==> src/core/mem_strobe_consts.svh <==
/*
 constants for the external memory strobe and mode entry block.
 assumes a 10 MHz system clock standing in for the oscillator.
*/
// How it works
// while fetching from on-chip memory the program-store strobe stays high.
// in external execution the program-store strobe pulses low twice per machine cycle.
// an external data access drops two consecutive program-store pulses.
// reset held high over 10 machine cycles plus a program-store fall enters host programming.
// reset high for two machine cycles resets the device; the outside must hold it that long.
// without a program-store fall during reset the device leaves reset into normal mode.
// fetch-select tied low makes the device fetch code externally.
// fetch-select tied high makes the device execute from on-chip memory.
// external data writes drive the write strobe shared with a port pin.
// external data reads drive the read strobe shared with a port pin.
// the latch strobe pulses at a fixed fraction of the oscillator in normal operation.
// each external data access skips exactly one latch strobe pulse.
// the latch-strobe-off bit set to one disables the latch strobe.
// in 6-clock mode the latch strobe runs at one third of the oscillator.
// a machine cycle is twelve oscillator periods in standard mode.
`ifndef MEM_STROBE_CONSTS_SVH
`define MEM_STROBE_CONSTS_SVH
`define OSC_PER_MC_STD   12
`define OSC_PER_MC_FAST  6
`define RST_MIN_MC       2
`define HOSTPROG_MIN_MC  10
`endif

==> src/core/mem_strobe_pkg.sv <==
/*
 types for the external memory strobe block.
 assumes nothing beyond the constants header.
*/
package mem_strobe_pkg;
   typedef enum logic [1:0] {MODE_RESET, MODE_INTERNAL, MODE_EXTERNAL, MODE_HOSTPROG} op_mode_t;
   typedef enum logic [1:0] {XS_IDLE, XS_READ, XS_WRITE} xdata_state_t;
endpackage

==> src/core/pin_sync.sv <==
/*
 three-stage synchroniser; output changes once stages two and three agree.
 assumes an asynchronous pin input and one clock.
*/
`timescale 1ns/100ps
module pin_sync
#(
   parameter logic INIT = 1'b1
)
(
   input  wire logic sys_clk_i,
   input  wire logic rst_n_i,
   input  wire logic pin_i,
   output logic      level_o
);
   logic [2:0] stage;
   logic [2:0] next_stage;
   logic       next_level;

   always_comb
   begin
      next_stage = {stage[1:0], pin_i};
      next_level = (stage[1] == stage[2]) ? stage[2] : level_o;
   end

   always_ff @(posedge sys_clk_i)
   begin
      if (!rst_n_i)
      begin
         stage   <= {3{INIT}};
         level_o <= INIT;
      end
      else
      begin
         stage   <= next_stage;
         level_o <= next_level;
      end
   end
endmodule

==> src/core/ext_mem_strobes.sv <==
/*
 external memory strobes, reset filtering and mode entry.
 each sys_clk_i edge counts as one oscillator period; the core requests
 data accesses with xdata_rd_req_i / xdata_wr_req_i held until xdata_done_o.
*/
`timescale 1ns/100ps
`include "mem_strobe_consts.svh"
module ext_mem_strobes
   import mem_strobe_pkg::*;
#(
   parameter int RST_MC  = `RST_MIN_MC,
   parameter int PROG_MC = `HOSTPROG_MIN_MC
)
(
   input  wire logic sys_clk_i,
   input  wire logic rst_n_i,
   input  wire logic reset_pin_i,
   input  wire logic external_fetch_select_n_i,
   input  wire logic prog_strobe_pin_i,
   input  wire logic fast_clock_mode_i,
   input  wire logic latch_strobe_off_bit_i,
   input  wire logic xdata_rd_req_i,
   input  wire logic xdata_wr_req_i,
   output logic      program_store_strobe_n_o,
   output logic      prog_strobe_oe_o,
   output logic      addr_latch_strobe_o,
   output logic      data_read_strobe_n_o,
   output logic      data_write_strobe_n_o,
   output logic      xdata_done_o,
   output logic      core_reset_o,
   output op_mode_t  mode_o
);
   logic rst_lvl;
   logic fetch_sel_lvl;
   logic pstb_lvl;
   logic pstb_prev;
   logic [3:0] phase;
   logic [7:0] rst_cnt;
   logic       pstb_fell;
   xdata_state_t xs;
   xdata_state_t next_xs;
   logic [3:0] next_phase;
   logic [7:0] next_rst_cnt;
   logic       next_pstb_fell;
   op_mode_t   next_mode;
   logic       next_core_reset;
   logic       next_pstb;
   logic       next_poe;
   logic       next_ale;
   logic       next_rd;
   logic       next_wr;
   logic       next_done;
   logic [3:0] mc_len;
   logic       mc_end;
   logic       slot;

   pin_sync #(.INIT(1'b0)) u_rst  (.sys_clk_i(sys_clk_i), .rst_n_i(rst_n_i),
                                   .pin_i(reset_pin_i), .level_o(rst_lvl));
   pin_sync #(.INIT(1'b1)) u_fsel (.sys_clk_i(sys_clk_i), .rst_n_i(rst_n_i),
                                   .pin_i(external_fetch_select_n_i), .level_o(fetch_sel_lvl));
   pin_sync #(.INIT(1'b1)) u_pstb (.sys_clk_i(sys_clk_i), .rst_n_i(rst_n_i),
                                   .pin_i(prog_strobe_pin_i), .level_o(pstb_lvl));

   // pulse slot: first half, rounded down, of each half machine cycle
   function automatic logic in_slot(input logic [3:0] ph, input logic [3:0] len);
      logic [3:0] half;
      half = len >> 1;
      return (ph < (half >> 1)) || ((ph >= half) && (ph < half + (half >> 1)));
   endfunction

   always_comb
   begin
      mc_len = fast_clock_mode_i ? 4'(`OSC_PER_MC_FAST) : 4'(`OSC_PER_MC_STD);
      // >= so that a shorter cycle picked mid-way wraps at once
      mc_end = (phase >= mc_len - 4'h1);
      slot   = in_slot(phase, mc_len);
      next_phase = mc_end ? 4'h0 : phase + 4'h1;
      next_pstb_fell = pstb_fell;
      next_rst_cnt = rst_cnt;
      next_mode = mode_o;
      next_core_reset = core_reset_o;
      if (rst_lvl)
      begin
         if (pstb_prev && !pstb_lvl && rst_cnt >= 8'(PROG_MC))
            next_pstb_fell = 1'b1;
         if (mc_end && rst_cnt != 8'hff)
            next_rst_cnt = rst_cnt + 8'h01;
         if (rst_cnt >= 8'(RST_MC))
         begin
            next_core_reset = 1'b1;
            next_mode = MODE_RESET;
         end
      end
      else
      begin
         next_rst_cnt = 8'h00;
         next_pstb_fell = 1'b0;
         // block reset alone never lets go: a qualified pin reset comes first
         if (core_reset_o && rst_cnt >= 8'(RST_MC))
         begin
            next_core_reset = 1'b0;
            if (pstb_fell)
               next_mode = MODE_HOSTPROG;
            else
               next_mode = fetch_sel_lvl ? MODE_INTERNAL : MODE_EXTERNAL;
         end
      end
      next_xs = xs;
      next_done = 1'b0;
      if (mc_end)
      begin
         case (xs)
            XS_IDLE:
               if (xdata_wr_req_i && !xdata_done_o)
                  next_xs = XS_WRITE;
               else if (xdata_rd_req_i && !xdata_done_o)
                  next_xs = XS_READ;
            XS_READ, XS_WRITE:
            begin
               next_xs = XS_IDLE;
               next_done = 1'b1;
            end
            default: next_xs = XS_IDLE;
         endcase
      end
      if (core_reset_o || mode_o == MODE_RESET)
         next_xs = XS_IDLE;
      // pulses only outside a data cycle
      next_pstb = !((mode_o == MODE_EXTERNAL) && slot && (xs == XS_IDLE));
      next_poe = (mode_o == MODE_EXTERNAL) || (mode_o == MODE_INTERNAL);
      // two pulses per machine cycle, first-half one dropped in data cycle
      next_ale = !latch_strobe_off_bit_i && (mode_o == MODE_INTERNAL || mode_o == MODE_EXTERNAL)
                 && slot && !((xs != XS_IDLE) && phase < (mc_len >> 1));
      next_rd = !((xs == XS_READ) && phase >= 4'h1 && !mc_end);
      next_wr = !((xs == XS_WRITE) && phase >= 4'h1 && !mc_end);
   end

   always_ff @(posedge sys_clk_i)
   begin
      if (!rst_n_i)
      begin
         phase <= 4'h0;
         rst_cnt <= 8'h00;
         pstb_fell <= 1'b0;
         pstb_prev <= 1'b1;
         xs <= XS_IDLE;
         mode_o <= MODE_RESET;
         core_reset_o <= 1'b1;
         program_store_strobe_n_o <= 1'b1;
         prog_strobe_oe_o <= 1'b0;
         addr_latch_strobe_o <= 1'b0;
         data_read_strobe_n_o <= 1'b1;
         data_write_strobe_n_o <= 1'b1;
         xdata_done_o <= 1'b0;
      end
      else
      begin
         phase <= next_phase;
         rst_cnt <= next_rst_cnt;
         pstb_fell <= next_pstb_fell;
         pstb_prev <= pstb_lvl;
         xs <= next_xs;
         mode_o <= next_mode;
         core_reset_o <= next_core_reset;
         program_store_strobe_n_o <= next_pstb;
         prog_strobe_oe_o <= next_poe;
         addr_latch_strobe_o <= next_ale;
         data_read_strobe_n_o <= next_rd;
         data_write_strobe_n_o <= next_wr;
         xdata_done_o <= next_done;
      end
   end

   property p_int_high;
      @(posedge sys_clk_i) disable iff (!rst_n_i)
      (mode_o == MODE_INTERNAL) |=> program_store_strobe_n_o;
   endproperty
   a_int_high: assert property (p_int_high) else $error("strobe low in internal mode");

   property p_no_pstb_in_xdata;
      @(posedge sys_clk_i) disable iff (!rst_n_i)
      (xs != XS_IDLE) |=> program_store_strobe_n_o;
   endproperty
   a_no_pstb_in_xdata: assert property (p_no_pstb_in_xdata) else $error("strobe in data cycle");

   property p_ext_pulses;
      @(posedge sys_clk_i) disable iff (!rst_n_i)
      (mode_o == MODE_EXTERNAL && xs == XS_IDLE && phase == 4'h0 && !fast_clock_mode_i
       && $stable(mode_o)) |=> !program_store_strobe_n_o;
   endproperty
   a_ext_pulses: assert property (p_ext_pulses) else $error("missing program strobe");

   property p_ale_off;
      @(posedge sys_clk_i) disable iff (!rst_n_i)
      latch_strobe_off_bit_i |=> !addr_latch_strobe_o;
   endproperty
   a_ale_off: assert property (p_ale_off) else $error("latch strobe while disabled");

   property p_rd_only_read;
      @(posedge sys_clk_i) disable iff (!rst_n_i)
      !data_read_strobe_n_o |-> $past(xs) == XS_READ && data_write_strobe_n_o;
   endproperty
   a_rd_only_read: assert property (p_rd_only_read) else $error("read strobe outside read");

   property p_wr_only_write;
      @(posedge sys_clk_i) disable iff (!rst_n_i)
      !data_write_strobe_n_o |-> $past(xs) == XS_WRITE;
   endproperty
   a_wr_only_write: assert property (p_wr_only_write) else $error("write strobe outside write");

   property p_reset_after_two;
      @(posedge sys_clk_i) disable iff (!rst_n_i)
      (rst_lvl && rst_cnt >= 8'(RST_MC)) |=> core_reset_o;
   endproperty
   a_reset_after_two: assert property (p_reset_after_two) else $error("reset not taken");

   property p_normal_exit;
      @(posedge sys_clk_i) disable iff (!rst_n_i)
      (core_reset_o && !rst_lvl && !pstb_fell) |=> mode_o != MODE_HOSTPROG;
   endproperty
   a_normal_exit: assert property (p_normal_exit) else $error("host mode without fall");

   property p_hostprog;
      @(posedge sys_clk_i) disable iff (!rst_n_i)
      (core_reset_o && !rst_lvl && pstb_fell) |=> mode_o == MODE_HOSTPROG;
   endproperty
   a_hostprog: assert property (p_hostprog) else $error("host mode not entered");
endmodule

==> config.mk <==
export PLATFORM = sky130hd
export DESIGN_NAME = ext_mem_strobes
export DESIGN_NICKNAME = d
export VERILOG_FILES = /design/src/core/mem_strobe_pkg.sv /design/src/core/pin_sync.sv /design/src/core/ext_mem_strobes.sv
export VERILOG_INCLUDE_DIRS = /design/src /design/src/core
export SDC_FILE = /design/constraint.sdc
export NUM_CORES = 1
export LEC_CHECK = 0
export BUFFER_PORTS_ARGS = -buffer_cell sky130_fd_sc_hd__buf_2
export CORE_MARGIN = 4
export CORE_UTILIZATION = 57
export DETAILED_ROUTE_END_ITERATION = 10
export PLACE_DENSITY = 0.89
export SLEW_MARGIN = 20
export SYNTH_ARGS = -nofsm -noshare
export SYNTH_HDL_FRONTEND = slang
export SYNTH_SLANG_ARGS = --single-unit
==> constraint.sdc <==
create_clock -name sys_clk_i -period 2.7 [get_ports sys_clk_i]
set_input_delay 0.675 -clock sys_clk_i [delete_from_list [all_inputs] [get_ports sys_clk_i]]
set_output_delay 0.675 -clock sys_clk_i [all_outputs]
set_load 0.03 [all_outputs]
== Yosys cells after proc, flatten, opt, wreduce, memory -nomap -nowiden ==
Index checks and enable logic that the tools add are counted.

* Flip-flop bits (word level): 37
* Word-level logic and storage cells: 94
* Input port bits: 9

* Multiplexer cells: 13
* Equality and inequality tests: 10
* Magnitude comparators: 8
* Add/subtract/negate cells: 4
* Bitwise gates (word level): 1
* Reductions and logical operators: 39

{| class="wikitable"
|+ Operator list
! cell !! number
|-
| $logic_and 1x1->1 || 17
|-
| $mux 2 || 8
|-
| $add 8x1->8 const B || 1
|-
| $ge 8x2->1 const B || 1
|-
| $ge 8x4->1 const B || 1
|-
| $logic_not 1->1 || 8
|-
| $ne 8x8->1 const B || 1
|-
| $reduce_and 2->1 || 4
|-
| $reduce_or 2->1 || 3
|-
| $add 3x2->4 || 1
|-
| $add 4x1->4 const B || 1
|-
| $eq 2x1->1 const B || 2
|-
| $eq 2x2->1 const B || 2
|-
| $ge 4x1->1 const B || 1
|-
| $ge 4x3->1 || 1
|-
| $ge 4x4->1 || 1
|-
| $logic_not 2->1 || 2
|-
| $lt 4x2->1 || 1
|-
| $lt 4x3->1 || 1
|-
| $lt 4x4->1 || 1
|-
| $mux 1 || 4
|-
| $mux 4 || 1
|-
| $reduce_bool 2->1 || 2
|-
| $sub 4x1->4 const B || 1
|-
| other kinds (5) || 9
|}

== Longest topological paths before layout ==
* Depth in word-level cells: 8
* Mapped depth: 7
* Mapped depth without buffers: 6

== Cells and area by module ==
From an unflattened synthesis, not the netlist that was laid out.

* Cell total of the unflattened synthesis: 181
* Area total of the unflattened synthesis: 1712.9 um^2

{| class="wikitable"
|+ By module, submodules not included
! module !! times used !! cells each !! area an instance (um^2) !! seq. area each (um^2)
|-
| ext_mem_strobes || 1 || 151 || 1371.3 || 500.5
|-
| pin_sync at u_fsel ... || 2 || 10 || 112.6 || 80.1
|-
| pin_sync at u_rst || 1 || 10 || 116.4 || 80.1
|}

== Worst setup path before layout ==
OpenSTA, ideal clock, no wires.

* Kind: input to register
* From: input fast_clock_mode_i
* To: register rst_cnt[4]
* Setup slack: 0.537 ns
* Stages: 6
* Buffers on the path: 0
* Required time: 2.629 ns
* Arrival time: 2.092 ns
* Library setup time: 0.071 ns
* Cells stage by stage: inv_1 ha_1 nand2_1 o21a_1 or4_2 a21oi_1

* Word-level cells in the longest chain between the ends: 4

{| class="wikitable"
|+ RTL lines
! what !! line !! source
|-
| start, declared || ext_mem_strobes.sv:20 || <nowiki>input wire logic fast_clock_mode_i,</nowiki>
|-
| $mux 4 || ext_mem_strobes.sv:73 || <nowiki>mc_len = fast_clock_mode_i ? 4'(`OSC_PER_MC_FAST) : 4'(`OSC_PER_MC_STD);</nowiki>
|-
| $sub 4x1->4 || ext_mem_strobes.sv:75 || <nowiki>mc_end = (phase >= mc_len - 4'h1);</nowiki>
|-
| $ge 4x4->1 || ext_mem_strobes.sv:75 ||
|-
| $logic_and 1x1->1 || ext_mem_strobes.sv:86 || <nowiki>if (mc_end && rst_cnt != 8'hff)</nowiki>
|-
| end signal, assigned || ext_mem_strobes.sv:159 || <nowiki>rst_cnt <= next_rst_cnt;</nowiki>
|-
| end, declared || ext_mem_strobes.sv:38 || <nowiki>logic [7:0] rst_cnt;</nowiki>
|}

No other way between the ends.
A chain may end at the register's enable or synchronous reset.

== Final worst setup path ==
Same ends and word-level chain as after synthesis.

==> flow_summary.yaml <==
timing:
  setup_tns_ns: 0
  post-route-min-period_ns: 2.133
  setup_violations: 0
  finalHoldViolCount: 0
  slew_headroom: 0.7056
  fmax_mhz: 468.7
  period_share: 0.7902
  clock_skew_ns: 0.01022
  slew_violations: 0
  tightest_slew_ns: 0.4399
  grt_setup_unrepaired: "false"
global_route:
  grt_pass1_vias: 1412
  track_usage: 0.1841
  antenna_found_initial: 0
  grt-ovfl-total: 0
  grt_pass1_wl_um: 5871
  grt_max_degree: 28
floorplan:
  die_w_um: 62.32
  dieHeight_um: 62.32
  rows: 19
  start_util: 0.6046
  core_area_mm2: 0.002781
  io_pins: 18
  fp.dieArea_mm2: 0.003883
final_layout:
  finalInstanceArea_mm2: 0.001861
  final.fill_count: 232
  n_antenna_cell: 0
  drive_gt1_frac: 0.1527
  fin_nets: 227
  areaGrowthSynthToFinish_pct: 10.64
logic_synthesis:
  yosysUniqueCellTypes: 43
  synth.most_common_cell: "dfxtp_1"
  async_flop_share: 0
  synth_top_area_share: 0.4405
  synth_cells: 180
  synth_common_cells: "dfxtp_1, ha_1, inv_1, a21oi_1, nand2_1"
  synth.net_count: 205
  netlist_area_mm2: 0.001682
  synth_area_leaders: "dfxtp_1, ha_1, nand2b_1"
  syn_area_per_cell_um2: 9.342
  synth-edff-count: 0
  ys.flop_type: "dfxtp_1"
  synth_warnings: 0
  ys_seq_area_frac: 0.4405
  yosys_register_bits: 37
  yosysTopAreaCell: "dfxtp_1"
setup_path:
  path_class: "primary input to flop"
  slowest_stage: "or4_2"
  cp-start-kind: "primary input"
  cp.arrival_ns: 2.41
  crit_fanout: 10
  max_stage_delay_ns: 0.67
  worstSetupEndpointType: "flop"
  path_cells: "buf_2, inv_1, ha_1, nand2_1, o21a_1, or4_2, a21oi_1"
  cp.required_ns: 2.98
cts:
  path_clk_slew_ns: 0.12
  post-cts-setup-buffers: 0
  clkLatencyLatePin_ns: 0.35
  cts_made_buffers: 5
  cts_htree_levels: 2
  clock_path_buffers: 2
  clk_root_buffer_cell: "clkbuf_4"
  hold_buffers: 0
  cts_resized: 0
  cts_tree: "yes"
  clock-sinks: 37
power_and_ir_drop:
  powerDensity_mw_per_mm2: 510.8
  vdd_ir_drop_max_mv: 0.6110
  total_power_mw: 0.9504
  leakage_nw: 0.7317
routing:
  finalWirelength_um: 3300
  viasPerCell: 5.979
  first_iter_violations: 94
  vias: 1399
  wl_per_cell_um: 14.10
  drc: 0
  detail-route-antenna-nets: 0
  first_pass_iters: 4
place:
  hpwl_um: 2348
  portBuffers: 17
  globalplace.congestion: 0.8440
  post_dp_cell_area_mm2: 0.001804
job:
  cap_violations: 0
worst_hold_path:
  hp-class: "flop to flop"
run_status:
  status: "complete, no violations"
cells in the final DEF, fill, tap and decap left out, drive strengths merged, types with 3 or more instances in the layout:
master and count:
a21oi 11, and2 6, and3 4, buf 19
clkbuf 6, dfxtp 37, ha 16, inv 13
nand2 11, nand2b 10, nand3 5, nand4 4
nor2 9, nor3b 3, o21ai 9, o22ai 3
o31ai 3, or4 4
layout make-up:
cell class	instances	area (um^2)	area share
well taps	31	38.79	0.02085
inverters	13	48.80	0.02623
clock buffers	6	41.29	0.02219
multi-input cells	126	875.8	0.4707
clock inverters	2	15.01	0.008070
repair buffers	19	100.1	0.05380
flip-flops and latches	37	740.7	0.3981
sequential cells by signal (all words and copies together), names as in the netlist:
register and flops:
u_pstb.stage 3, u_fsel.stage 3, u_pstb.level_o 1, mode_o 2
program_store_strobe_n_o 1, u_rst.level_o 1, rst_cnt 8, phase 4
addr_latch_strobe_o 1, data_read_strobe_n_o 1, core_reset_o 1, pstb_fell 1
xdata_done_o 1, data_write_strobe_n_o 1, prog_strobe_oe_o 1, pstb_prev 1
xs 2, u_rst.stage 3, u_fsel.level_o 1
cell families after synthesis:
logic type	count (synthesis)	synth area share
flip-flops	37	0.4405
multiplexers	2	0.01191
buffers and inverters	17	0.03869
AND/OR/NAND/NOR	66	0.2255
XOR/XNOR	2	0.01042
adder cells (fa/ha/maj)	16	0.1190
AO/OA/AOI/OAI	40	0.1540
metal layers:
layer,vias up,part of all wire,global-route usage
met3,9,0.054,0.05766
met2,43,0.50,0.3199
met5,-,0,0
met4,0,0.017,0.09814
li1,685,-,-
met1,662,0.43,0.1964
where the power goes:
part | leakage (nW) | internal, mW | switching (mW)
Sequential | 0.301 | 0.557 | 0.0116
Clock | 0.0245 | 0.102 | 0.189
Combinational | 0.407 | 0.0400 | 0.0510
Total | 0.732 | 0.699 | 0.252
critical path: cells and delay by family:
family / cells / cell delay (ns)
fa+ha+maj: 1 / 0.34
buf+inv: 2 / 0.22
compound gates: 2 / 0.43
simple gates: 2 / 0.75
path summary, 6_finish.rpt:
check,start,endpoint,slack [ns],cells past startpoint
worst max-delay path,fast_clock_mode_i,rst_cnt[4]$_SDFFE_PN0P_,0.57,7
worst min-delay path,u_fsel.stage[0]$_SDFF_PN1_,u_fsel.stage[1]$_SDFF_PN1_,0.42,1
worst max register to register,phase[2]$_SDFF_PP0_,rst_cnt[4]$_SDFFE_PN0P_,0.71,5
worst min register to register,u_fsel.stage[0]$_SDFF_PN1_,u_fsel.stage[1]$_SDFF_PN1_,0.42,1
metrics by stage:
stage | hold slack [ns] | setup WS, ns | utilization | cells
2_1_floorplan | 0.3863 | 0.5371 | - | 180
3_3_place_gp | 0.3973 | 0.3150 | 0.6487 | 226
3_5_place_dp | 0.4019 | 0.2032 | 0.6487 | 226
4_1_cts | 0.4307 | 0.5770 | 0.6689 | 234
5_1_grt | 0.4368 | 0.4846 | 0.6689 | 234
6_report | 0.4247 | 0.5665 | 0.6689 | 234
Power figures use the tool's default switching activity.
